===== config.mk =====
export PLATFORM = sky130hd
export DESIGN_NAME = pcc_top
export DESIGN_NICKNAME = d
export VERILOG_FILES = /design/src/core/pcc_pkg.sv /design/src/core/pcc_top.sv
export VERILOG_INCLUDE_DIRS = /design/src /design/src/core
export SDC_FILE = /design/constraint.sdc
export NUM_CORES = 1
export LEC_CHECK = 0
export ABC_AREA = 1
export BUFFER_PORTS_ARGS = -buffer_cell sky130_fd_sc_hd__clkbuf_2
export CORE_MARGIN = 3
export CORE_UTILIZATION = 57
export CTS_BUF_LIST = sky130_fd_sc_hd__clkbuf_2
export CTS_CLUSTER_SIZE = 40
export DETAILED_ROUTE_END_ITERATION = 10
export PLACE_DENSITY_LB_ADDON = 0.08
export REMOVE_ABC_BUFFERS = 1
export SLEW_MARGIN = 20
export SYNTH_ARGS = -nofsm -noshare
export SYNTH_HDL_FRONTEND = slang
export SYNTH_SLANG_ARGS = --single-unit

===== constraint.sdc =====
create_clock -name core_clk_in -period 2.57 [get_ports core_clk_in]
set_clock_uncertainty 0.05 [all_clocks]
set_input_delay 0.3855 -clock core_clk_in [delete_from_list [all_inputs] [get_ports core_clk_in]]
set_output_delay 0.3855 -clock core_clk_in [all_outputs]
set_load 0.005 [all_outputs]

===== src/core/pcc_consts.svh =====
`ifndef PCC_CONSTS_SVH
`define PCC_CONSTS_SVH
`define PCC_A_STATUS     8'h00
`define PCC_A_CMD        8'h04
`define PCC_A_CFG        8'h08
`define PCC_A_MASK       8'h0C
`define PCC_A_SETUP      8'h10
`define PCC_A_SID        8'h14
`define PCC_A_QUEUE      8'h18
`define PCC_ST_TA        0
`define PCC_ST_RI        3
`define PCC_CFG_TXEN     5
`define PCC_CFG_CHAIN    6
`define PCC_CFG_SWRST    7
`define PCC_CMD_DIS_TX   4'h1
`define PCC_CMD_DIS_RX   4'h2
`define PCC_CMD_EN_TX    4'h3
`define PCC_CMD_EN_RX    4'h4
`define PCC_CMD_CLR_TX   4'h5
`define PCC_CMD_CLR_RX   4'h6
`define PCC_WAKE_PATTERN 8'hD1
`define PCC_WAKE_ADDR0   11'h000
`define PCC_WAKE_ADDR1   11'h001
`define PCC_RESP_OKAY    2'h0
`define PCC_RESP_SLVERR  2'h2
`define PCC_CLK_NS       4
`define PCC_OSC_NS       50
`define PCC_HWRST_OSC    5
`define PCC_HWRST_CYC    ((`PCC_HWRST_OSC * `PCC_OSC_NS + `PCC_CLK_NS - 1) / `PCC_CLK_NS)
`define PCC_IRQ_GAP_NS   200
`define PCC_IRQ_GAP_CYC  ((`PCC_IRQ_GAP_NS + `PCC_CLK_NS - 1) / `PCC_CLK_NS)
`endif


===== src/core/pcc_pkg.sv =====
package pcc_pkg;
   typedef enum logic [1:0] {WK_IDLE, WK_PAT, WK_ID} pcc_wake_e;
   typedef struct packed {logic [1:0] cnt; logic [2:0] pg1; logic [2:0] pg0;} pcc_q_s;
   typedef struct packed {logic flag; logic ack; logic hold_v; logic hold_ack;} pcc_res_s;
   typedef struct packed {logic tx_done; logic tx_acked; logic rx_start; logic rx_done;} pcc_eng_s;
   typedef struct packed {logic we; logic [10:0] addr; logic [7:0] data;} pcc_ram_wr_s;
endpackage : pcc_pkg


===== src/core/pcc_top.sv =====
// Operation
// chaining off after reset; config bit enables
// two transmit, two receive commands pending
// first transmit clears available and acked flags
// second transmit stored with its page
// transmit done sets edge flag, interrupt
// only clear-transmit command clears edge flag
// first transmit result kept until cleared
// interrupt held; minimum inactive gap between
// acked flag buffered, never interrupts
// stored transmit runs next, shown after clear
// transmit mask gates only edge flag
// reset never sets transmit edge flag
// cancel transmit drops oldest pending
// first reception sets receive edge flag
// only clear-receive clears receive status
// second page receives, reported after clear
// receive mask gates only edge flag
// cancel receive drops oldest unless started
// software reset held while bit set
// software reset keeps config and setup
// reset pin filtered, five oscillator periods
// any reset disables transmitter, clears state
// station id write triggers two RAM writes; a write of zero triggers none
// host writes setup before station id
// third same-type command ignored
`timescale 1ns/10ps
`default_nettype none
`include "pcc_consts.svh"
module pcc_top #(
   parameter int HWRST_CYC = `PCC_HWRST_CYC
) (
   input  wire logic                 core_clk_in,
   input  wire logic                 rstn_in,
   input  wire logic                 hw_reset_n_pin_in,
   input  wire logic                 s_axi_awvalid_in,
   output logic                      s_axi_awready_out,
   input  wire logic [7:0]           s_axi_awaddr_in,
   input  wire logic                 s_axi_wvalid_in,
   output logic                      s_axi_wready_out,
   input  wire logic [31:0]          s_axi_wdata_in,
   input  wire logic [3:0]           s_axi_wstrb_in,
   output logic                      s_axi_bvalid_out,
   input  wire logic                 s_axi_bready_in,
   output logic [1:0]                s_axi_bresp_out,
   input  wire logic                 s_axi_arvalid_in,
   output logic                      s_axi_arready_out,
   input  wire logic [7:0]           s_axi_araddr_in,
   output logic                      s_axi_rvalid_out,
   input  wire logic                 s_axi_rready_in,
   output logic [31:0]               s_axi_rdata_out,
   output logic [1:0]                s_axi_rresp_out,
   input  wire pcc_pkg::pcc_eng_s    eng_in,
   output logic                      tx_req_out,
   output logic [2:0]                tx_page_out,
   output logic                      rx_en_out,
   output logic [2:0]                rx_page_out,
   output var pcc_pkg::pcc_ram_wr_s  ram_wr_out,
   output logic                      irq_out
);
   localparam logic [5:0] GAP = 6'(`PCC_IRQ_GAP_CYC);

   function automatic logic addr_ok(input logic [7:0] a);
      return (a == `PCC_A_STATUS) || (a == `PCC_A_CMD) || (a == `PCC_A_CFG) || (a == `PCC_A_MASK)
             || (a == `PCC_A_SETUP) || (a == `PCC_A_SID) || (a == `PCC_A_QUEUE);
   endfunction : addr_ok

   // pop shifts the oldest entry out before a push lands behind the survivors
   function automatic pcc_pkg::pcc_q_s q_next(input pcc_pkg::pcc_q_s q, input logic push,
                                              input logic pop, input logic [2:0] pg);
      pcc_pkg::pcc_q_s r;
      r = q;
      if (pop)
      begin
         r.pg0 = q.pg1;
         r.cnt = q.cnt - 2'h1;
      end
      if (push)
      begin
         if (r.cnt == 2'h0)
            r.pg0 = pg;
         else
            r.pg1 = pg;
         r.cnt = r.cnt + 2'h1;
      end
      return r;
   endfunction : q_next

   // visible result plus one held result; a completion in the clear cycle shows at once if nothing is held and gap_ok is set
   function automatic pcc_pkg::pcc_res_s res_next(input pcc_pkg::pcc_res_s s, input logic clr,
                                                  input logic done, input logic acked, input logic gap_ok);
      pcc_pkg::pcc_res_s r;
      r = s;
      if (clr)
         r.flag = 1'b0;
      if (done)
      begin
         if (!r.flag && !r.hold_v && gap_ok)
         begin
            r.flag = 1'b1;
            r.ack  = acked;
         end
         else
         begin
            r.hold_v   = 1'b1;
            r.hold_ack = acked;
         end
      end
      else if (!r.flag && r.hold_v && gap_ok)
      begin
         r.flag   = 1'b1;
         r.ack    = r.hold_ack;
         r.hold_v = 1'b0;
      end
      return r;
   endfunction : res_next

   logic                 aw_v_ff, w_v_ff, w_s_ff, b_v_ff, r_v_ff;
   logic [7:0]           aw_a_ff;
   logic [31:0]          w_d_ff, r_d_ff;
   logic [1:0]           b_r_ff, r_r_ff;
   logic                 pin_s1_ff, pin_s2_ff, pin_s3_ff, hw_rst_ff;
   logic [7:0]           hw_cnt_ff, cfg_ff, mask_ff, setup_ff, sid_ff;
   logic [5:0]           gap_cnt_ff, irq_low_ff;
   logic                 rx_busy_ff;
   pcc_pkg::pcc_q_s      tx_q_ff, rx_q_ff, nxt_tx_q, nxt_rx_q;
   pcc_pkg::pcc_res_s    tx_res_ff, rx_res_ff, nxt_tx_res, nxt_rx_res;
   pcc_pkg::pcc_wake_e   wake_ff, nxt_wake;
   pcc_pkg::pcc_ram_wr_s nxt_ram_wr;

   wire       wr_do      = aw_v_ff & w_v_ff & ~b_v_ff;
   wire       wr_en      = wr_do & w_s_ff;
   wire       rd_fire    = s_axi_arvalid_in & ~r_v_ff;
   wire [3:0] cmd_code   = w_d_ff[3:0];
   wire [2:0] cmd_page   = w_d_ff[6:4];
   wire       cmd_wr     = wr_en & (aw_a_ff == `PCC_A_CMD);
   wire       cmd_dis_tx = cmd_wr & (cmd_code == `PCC_CMD_DIS_TX);
   wire       cmd_dis_rx = cmd_wr & (cmd_code == `PCC_CMD_DIS_RX);
   wire       cmd_en_tx  = cmd_wr & (cmd_code == `PCC_CMD_EN_TX);
   wire       cmd_en_rx  = cmd_wr & (cmd_code == `PCC_CMD_EN_RX);
   wire       cmd_clr_tx = cmd_wr & (cmd_code == `PCC_CMD_CLR_TX);
   wire       cmd_clr_rx = cmd_wr & (cmd_code == `PCC_CMD_CLR_RX);
   wire       pin_low    = ~pin_s2_ff & ~pin_s3_ff;
   wire       pin_high   = pin_s2_ff & pin_s3_ff;
   wire       core_rst   = hw_rst_ff | cfg_ff[`PCC_CFG_SWRST];
   wire       chain      = cfg_ff[`PCC_CFG_CHAIN];
   wire       ta         = (tx_q_ff.cnt == 2'h0);
   wire       ri         = (rx_q_ff.cnt == 2'h0);
   wire       gap_ok     = ~chain | (gap_cnt_ff == 6'h0);
   wire       tx_pop     = (eng_in.tx_done | cmd_dis_tx) & ~ta;
   wire       tx_push    = cmd_en_tx & (ta | (tx_q_ff.cnt == 2'h1 & chain));
   wire       tx_first   = tx_push & ta;
   wire       rx_pop     = ~ri & (eng_in.rx_done | (cmd_dis_rx & ~rx_busy_ff));
   wire       rx_push    = cmd_en_rx & (ri | (rx_q_ff.cnt == 2'h1 & chain));
   wire       sid_wr_nz  = wr_en & (aw_a_ff == `PCC_A_SID) & (w_d_ff[7:0] != 8'h00) & ~core_rst;
   wire [4:0] status     = {rx_res_ff.flag, ri, tx_res_ff.flag, tx_res_ff.ack, ta};
   wire       irq_ch     = (tx_res_ff.flag & mask_ff[`PCC_ST_TA]) | (rx_res_ff.flag & mask_ff[`PCC_ST_RI]);
   wire       irq_nc     = (ta & mask_ff[`PCC_ST_TA]) | (ri & mask_ff[`PCC_ST_RI]);
   wire [31:0] rd_val    = (s_axi_araddr_in == `PCC_A_STATUS) ? 32'(status) :
                           (s_axi_araddr_in == `PCC_A_CFG)    ? 32'(cfg_ff) :
                           (s_axi_araddr_in == `PCC_A_MASK)   ? 32'(mask_ff) :
                           (s_axi_araddr_in == `PCC_A_SETUP)  ? 32'(setup_ff) :
                           (s_axi_araddr_in == `PCC_A_SID)    ? 32'(sid_ff) :
                           (s_axi_araddr_in == `PCC_A_QUEUE)  ? 32'({rx_busy_ff, rx_q_ff.cnt, tx_q_ff.cnt}) :
                           32'h0000_0000;

   assign s_axi_awready_out = ~aw_v_ff & ~b_v_ff;
   assign s_axi_wready_out  = ~w_v_ff & ~b_v_ff;
   assign s_axi_bvalid_out  = b_v_ff;
   assign s_axi_bresp_out   = b_r_ff;
   assign s_axi_arready_out = ~r_v_ff;
   assign s_axi_rvalid_out  = r_v_ff;
   assign s_axi_rdata_out   = r_d_ff;
   assign s_axi_rresp_out   = r_r_ff;
   // transmit mask gates only the edge flag in chaining mode
   assign irq_out     = chain ? irq_ch : irq_nc;
   assign tx_req_out  = ~ta & cfg_ff[`PCC_CFG_TXEN] & ~core_rst;
   assign tx_page_out = tx_q_ff.pg0;
   assign rx_en_out   = ~ri & ~core_rst;
   assign rx_page_out = rx_q_ff.pg0;

   always_comb
   begin
      nxt_tx_q   = core_rst ? '0 : q_next(tx_q_ff, tx_push, tx_pop, cmd_page);
      nxt_rx_q   = core_rst ? '0 : q_next(rx_q_ff, rx_push, rx_pop, cmd_page);
      // results reset to zero, so no reset ever raises an edge flag
      nxt_tx_res = core_rst ? '0 : res_next(tx_res_ff, cmd_clr_tx, eng_in.tx_done & ~ta, eng_in.tx_acked, gap_ok);
      nxt_rx_res = core_rst ? '0 : res_next(rx_res_ff, cmd_clr_rx, eng_in.rx_done & ~ri, 1'b0, gap_ok);
      if (tx_first && !nxt_tx_res.flag)
         nxt_tx_res.ack = 1'b0;
   end

   always_comb
   begin
      nxt_wake   = pcc_pkg::WK_IDLE;
      nxt_ram_wr = '0;
      case (wake_ff)
         pcc_pkg::WK_IDLE:
         begin
            if (sid_wr_nz)
               nxt_wake = pcc_pkg::WK_PAT;
         end
         pcc_pkg::WK_PAT:
         begin
            nxt_wake   = pcc_pkg::WK_ID;
            nxt_ram_wr = '{we: 1'b1, addr: `PCC_WAKE_ADDR0, data: `PCC_WAKE_PATTERN};
         end
         pcc_pkg::WK_ID:
            nxt_ram_wr = '{we: 1'b1, addr: `PCC_WAKE_ADDR1, data: sid_ff};
         default:
            nxt_wake = pcc_pkg::WK_IDLE;
      endcase
   end

   always_ff @(posedge core_clk_in or negedge rstn_in)
   begin
      if (!rstn_in)
      begin
         {aw_v_ff, w_v_ff, w_s_ff, b_v_ff, r_v_ff} <= '0;
         {aw_a_ff, w_d_ff, r_d_ff, b_r_ff, r_r_ff} <= '0;
      end
      else
      begin
         if (s_axi_awvalid_in && s_axi_awready_out)
         begin
            aw_v_ff <= 1'b1;
            aw_a_ff <= s_axi_awaddr_in;
         end
         else if (wr_do)
            aw_v_ff <= 1'b0;
         if (s_axi_wvalid_in && s_axi_wready_out)
         begin
            w_v_ff <= 1'b1;
            w_d_ff <= s_axi_wdata_in;
            w_s_ff <= s_axi_wstrb_in[0];
         end
         else if (wr_do)
            w_v_ff <= 1'b0;
         if (wr_do)
         begin
            b_v_ff <= 1'b1;
            b_r_ff <= addr_ok(aw_a_ff) ? `PCC_RESP_OKAY : `PCC_RESP_SLVERR;
         end
         else if (s_axi_bready_in)
            b_v_ff <= 1'b0;
         if (rd_fire)
         begin
            r_v_ff <= 1'b1;
            r_d_ff <= rd_val;
            r_r_ff <= addr_ok(s_axi_araddr_in) ? `PCC_RESP_OKAY : `PCC_RESP_SLVERR;
         end
         else if (s_axi_rready_in)
            r_v_ff <= 1'b0;
      end
   end

   // the pin counts only once two synchronised samples agree
   always_ff @(posedge core_clk_in or negedge rstn_in)
   begin
      if (!rstn_in)
      begin
         {pin_s1_ff, pin_s2_ff, pin_s3_ff} <= 3'h7;
         hw_cnt_ff <= 8'h00;
         hw_rst_ff <= 1'b0;
      end
      else
      begin
         {pin_s1_ff, pin_s2_ff, pin_s3_ff} <= {hw_reset_n_pin_in, pin_s1_ff, pin_s2_ff};
         if (pin_high)
         begin
            hw_cnt_ff <= 8'h00;
            hw_rst_ff <= 1'b0;
         end
         else if (pin_low && hw_cnt_ff != 8'(HWRST_CYC - 1))
            hw_cnt_ff <= hw_cnt_ff + 8'h01;
         else if (pin_low)
            hw_rst_ff <= 1'b1;
      end
   end

   // config and setup survive a software reset, only the filtered pin and rstn_in clear them
   always_ff @(posedge core_clk_in or negedge rstn_in)
   begin
      if (!rstn_in)
      begin
         {cfg_ff, setup_ff, mask_ff, sid_ff} <= '0;
      end
      else
      begin
         if (hw_rst_ff)
            {cfg_ff, setup_ff} <= '0;
         else if (wr_en && aw_a_ff == `PCC_A_CFG)
            cfg_ff <= w_d_ff[7:0];
         else if (wr_en && aw_a_ff == `PCC_A_SETUP)
            setup_ff <= w_d_ff[7:0];
         if (core_rst)
            {mask_ff, sid_ff} <= '0;
         else if (wr_en && aw_a_ff == `PCC_A_MASK)
            mask_ff <= w_d_ff[7:0];
         else if (wr_en && aw_a_ff == `PCC_A_SID)
            sid_ff <= w_d_ff[7:0];
      end
   end

   always_ff @(posedge core_clk_in or negedge rstn_in)
   begin
      if (!rstn_in)
      begin
         {tx_q_ff, rx_q_ff, tx_res_ff, rx_res_ff, rx_busy_ff} <= '0;
         gap_cnt_ff <= 6'h00;
         irq_low_ff <= GAP;
         wake_ff    <= pcc_pkg::WK_IDLE;
         ram_wr_out <= '0;
      end
      else
      begin
         tx_q_ff    <= nxt_tx_q;
         rx_q_ff    <= nxt_rx_q;
         tx_res_ff  <= nxt_tx_res;
         rx_res_ff  <= nxt_rx_res;
         rx_busy_ff <= ~core_rst & ~eng_in.rx_done & (rx_busy_ff | (eng_in.rx_start & ~ri));
         // reloaded while the line is active, so a new edge waits out the gap after it drops
         gap_cnt_ff <= irq_out ? GAP : gap_cnt_ff - 6'(gap_cnt_ff != 6'h00);
         irq_low_ff <= irq_out ? 6'h00 : irq_low_ff + 6'(irq_low_ff != GAP);
         wake_ff    <= nxt_wake;
         ram_wr_out <= nxt_ram_wr;
      end
   end
endmodule : pcc_top
`default_nettype wire


==> summary.txt <==
Mapped cell area: 6200 µm²
# setup viols final: 0
Die height: 110 µm
Largest stage delay, worst path: 0.40 ns
VDD IR max: 382 µV
Cell mode on critical path: inv_2
Root Driver: clkbuf_2
Critical path class: reg2out
Cell variety after synth: 49
Top_reg_cell synth: dfrtp_1
Post-synth ARST share: 1.00
Total number of vias: 5,363
Clk buf depth: 2
Clock Sinks: 116
Relative slew margins: 0.449
Grt ovf: 0
DIE AREA: 12,200 µm²
Largest fanout on the critical path: 6
Core Area: 10,500 µm²
Final period utilization: 0.966
Critical Path AT: 2.05 ns
Via-per-instance ratio: 5.26
RSZ-0062 raised after global routing: true
Cells after synthesis: 760
Power, Total: 5600 µW
Drt first pass iters: 5
Most frequent cells in the layout: nand2_1 (173), dfrtp_1 (113), inv_1 (93)
Least-Margin Pin Slew: 0.826 ns
Worst-path cell chain: inv_2 > ha_4 > buf_6 > a221o_1 > nand2_2 > inv_2 > clkbuf_2
DR WL/cell: 14.2 µm
IO Pins: 134
Number of global-route vias before repair: 5,157
CTS Buf Count: 17
Synth warnings: 0
Share of cells above drive strength 1: 0.199
Nets: 950
GRT Resource Usage Total: 0.255
Commonest non-fill, non-tap cell in the layout: nand2_1
Worst path slowest cell: dfrtp_1
Leakage: 0.00370 µW
Buffers added on ports: 70
First-pass GRT wire length: 23.9 mm
Post-synth EDFFs: 0
Initial antenna violation count: 0
Placed Area: 6530 µm²
Detailed Route WL: 14.5 mm
Clock Latency Late Sink: 0.69 ns
Bufs and invs on worst path: 4
Register area share after synthesis: 0.469
Chip width: 110 µm
ANT cells: 0
Final GP Congestion: 0.920
Layout fillers: 863
CTS tree: yes
Largest net degree at the start of global routing: 117
Critical path launch point type: flip-flop
H-tree Lvls: 4
CP required: 2.13 ns
Detail Placement HPWL: 10.4 mm
Area Overhead vs Synth: 15.5%
Cell area after layout: 7160 µm²
Run status: finished, final reports clean
Post-route ant nets: 0
Seq cells post-synth: 116
Hold Crit Class: in2reg
Syn avg cell area: 8.15 µm²
Clk slew on worst S/H paths: 0.18 ns
Total of max-cap violations: 0
Worst Setup End Kind: primary output
# DRC: 0
Starting Density: 0.592
FP Rows: 37
Tmin final: 2.48 ns
Final hold slack: 0.0256 ns
Pwr dens: 783 nW/µm²
DRT iter0 DRCs: 361
Slew Limit Fails: 0
Top delay family on crit path: flip-flops
FMAX: 403 MHz
Hold Vio Cnt, Final: 0
==> final cells by class <==
class / count / area (µm²) / area share
clock inverters: 14 / 186 / 0.0260
clock buffers: 18 / 90.1 / 0.0126
well taps: 136 / 170 / 0.0238
flip-flops and latches: 116 / 2910 / 0.406
inverters: 105 / 400 / 0.0559
repair buffers: 110 / 732 / 0.102
multi-input cells: 520 / 2670 / 0.373
==> per-stage QoR <==
stage | TNS (ns) | setup slack [ns] | utilization | std cells
after detailed placement | 0 | 0.139 | 0.624 | 952
final | 0 | 0.0884 | 0.684 | 1019
after floorplan | 0 | 0.434 | - | 741
after global placement | 0 | 0.209 | 0.624 | 952
after global routing | -0.0136 | -0.0136 | 0.684 | 1019
after CTS | 0 | 0.00300 | 0.678 | 1012
==> worst register-to-register path: stages, from the launching register on <==
cell and delay, ns:
dfrtp_1 0.40, inv_1 0.12, ha_2 0.26, nor3_1 0.36, nand3_4 0.14, nand2_4 0.11, nand2_1 0.07, and2_1 0.14
ha_1 0.19, nand3_1 0.17, o21ai_0 0.13, nor2_1 0.10, nor2_1 0.05
==> cell families after synthesis <==
kind of cell	Yosys count	share of synthesized area
other cells	1	0.000605
mux	9	0.0164
fa+ha+maj	16	0.0323
flops	116	0.469
xor+xnor	3	0.00424
compound gates	114	0.107
simple gates	342	0.246
buf+inv	159	0.124
==> final timing paths <==
check,startpoint,endpoint,slack [ns],cells after the start
setup / recovery,tx_q_ff[6],irq_out,0.09,7
hold / removal,s_axi_araddr_in[0],s_axi_rresp_out[1],0.03,4
setup reg to reg,rx_q_ff[6],rx_page_out[2],0.18,12
hold reg to reg,pin_s1_ff,pin_s2_ff,0.32,0
max in group asynchronous,rstn_in,aw_v_ff,1.76,3
min in group asynchronous,rstn_in,s_axi_rvalid_out,0.26,3
==> layer usage <==
layer,GRT usage,part of all wire,wire length [µm]
met1,0.337,0.45,6450
met2,0.420,0.47,6850
met3,0.0419,0.058,844
met4,0.102,0.021,306
met5,0,0,0
==> what timing repair did <==
| item | in CTS | in global routing |
|---|---|---|
| pin swaps | 1 | 2 |
| hold endpoints to repair | 136 | 0 |
| endpoints found under the setup margin | 2 | 5 |
| buffers inserted | 3 | 7 |
| hold buffers | 25 | 0 |
| gates resized for setup | 5 | 5 |
==> cells in the mapped netlist, drive strengths merged, types with 4 or more instances <==
master	count	area, µm²
a21oi	30	154
o31ai	4	30.0
or2	4	25.0
o21ai	69	379
mux2	9	101
nand2	179	692
dfrtp	113	2830
ha	16	200
nand4	8	56.3
inv	104	393
nand3	42	228
nor2	87	373
clkbuf	7	26.3
nor3	14	80.1
buf	47	347
==> registers in the layout, indices dropped and copies added, names as in the netlist, 2 cells and up <==
name,count
mask_ff,8
cfg_ff,8
tx_page_out,3
rx_page_out,3
tx_q_ff,5
wake_ff,2
s_axi_rdata_out,8
rx_res_ff,2
hw_cnt_ff,8
ram_wr_out,10
rx_q_ff,5
gap_cnt_ff,6
setup_ff,8
tx_res_ff,2
aw_a_ff,8
sid_ff,8
w_d_ff,8
status,2
==> power breakdown <==
group / internal [µW] / leakage (µW) / switching, µW
sequential: 2260 / 0.00150 / 399
combinational: 601 / 0.00205 / 989
clock: 633 / 0.000143 / 717
total: 3500 / 0.00370 / 2110
No activity file was read; power rests on OpenSTA's default activity.
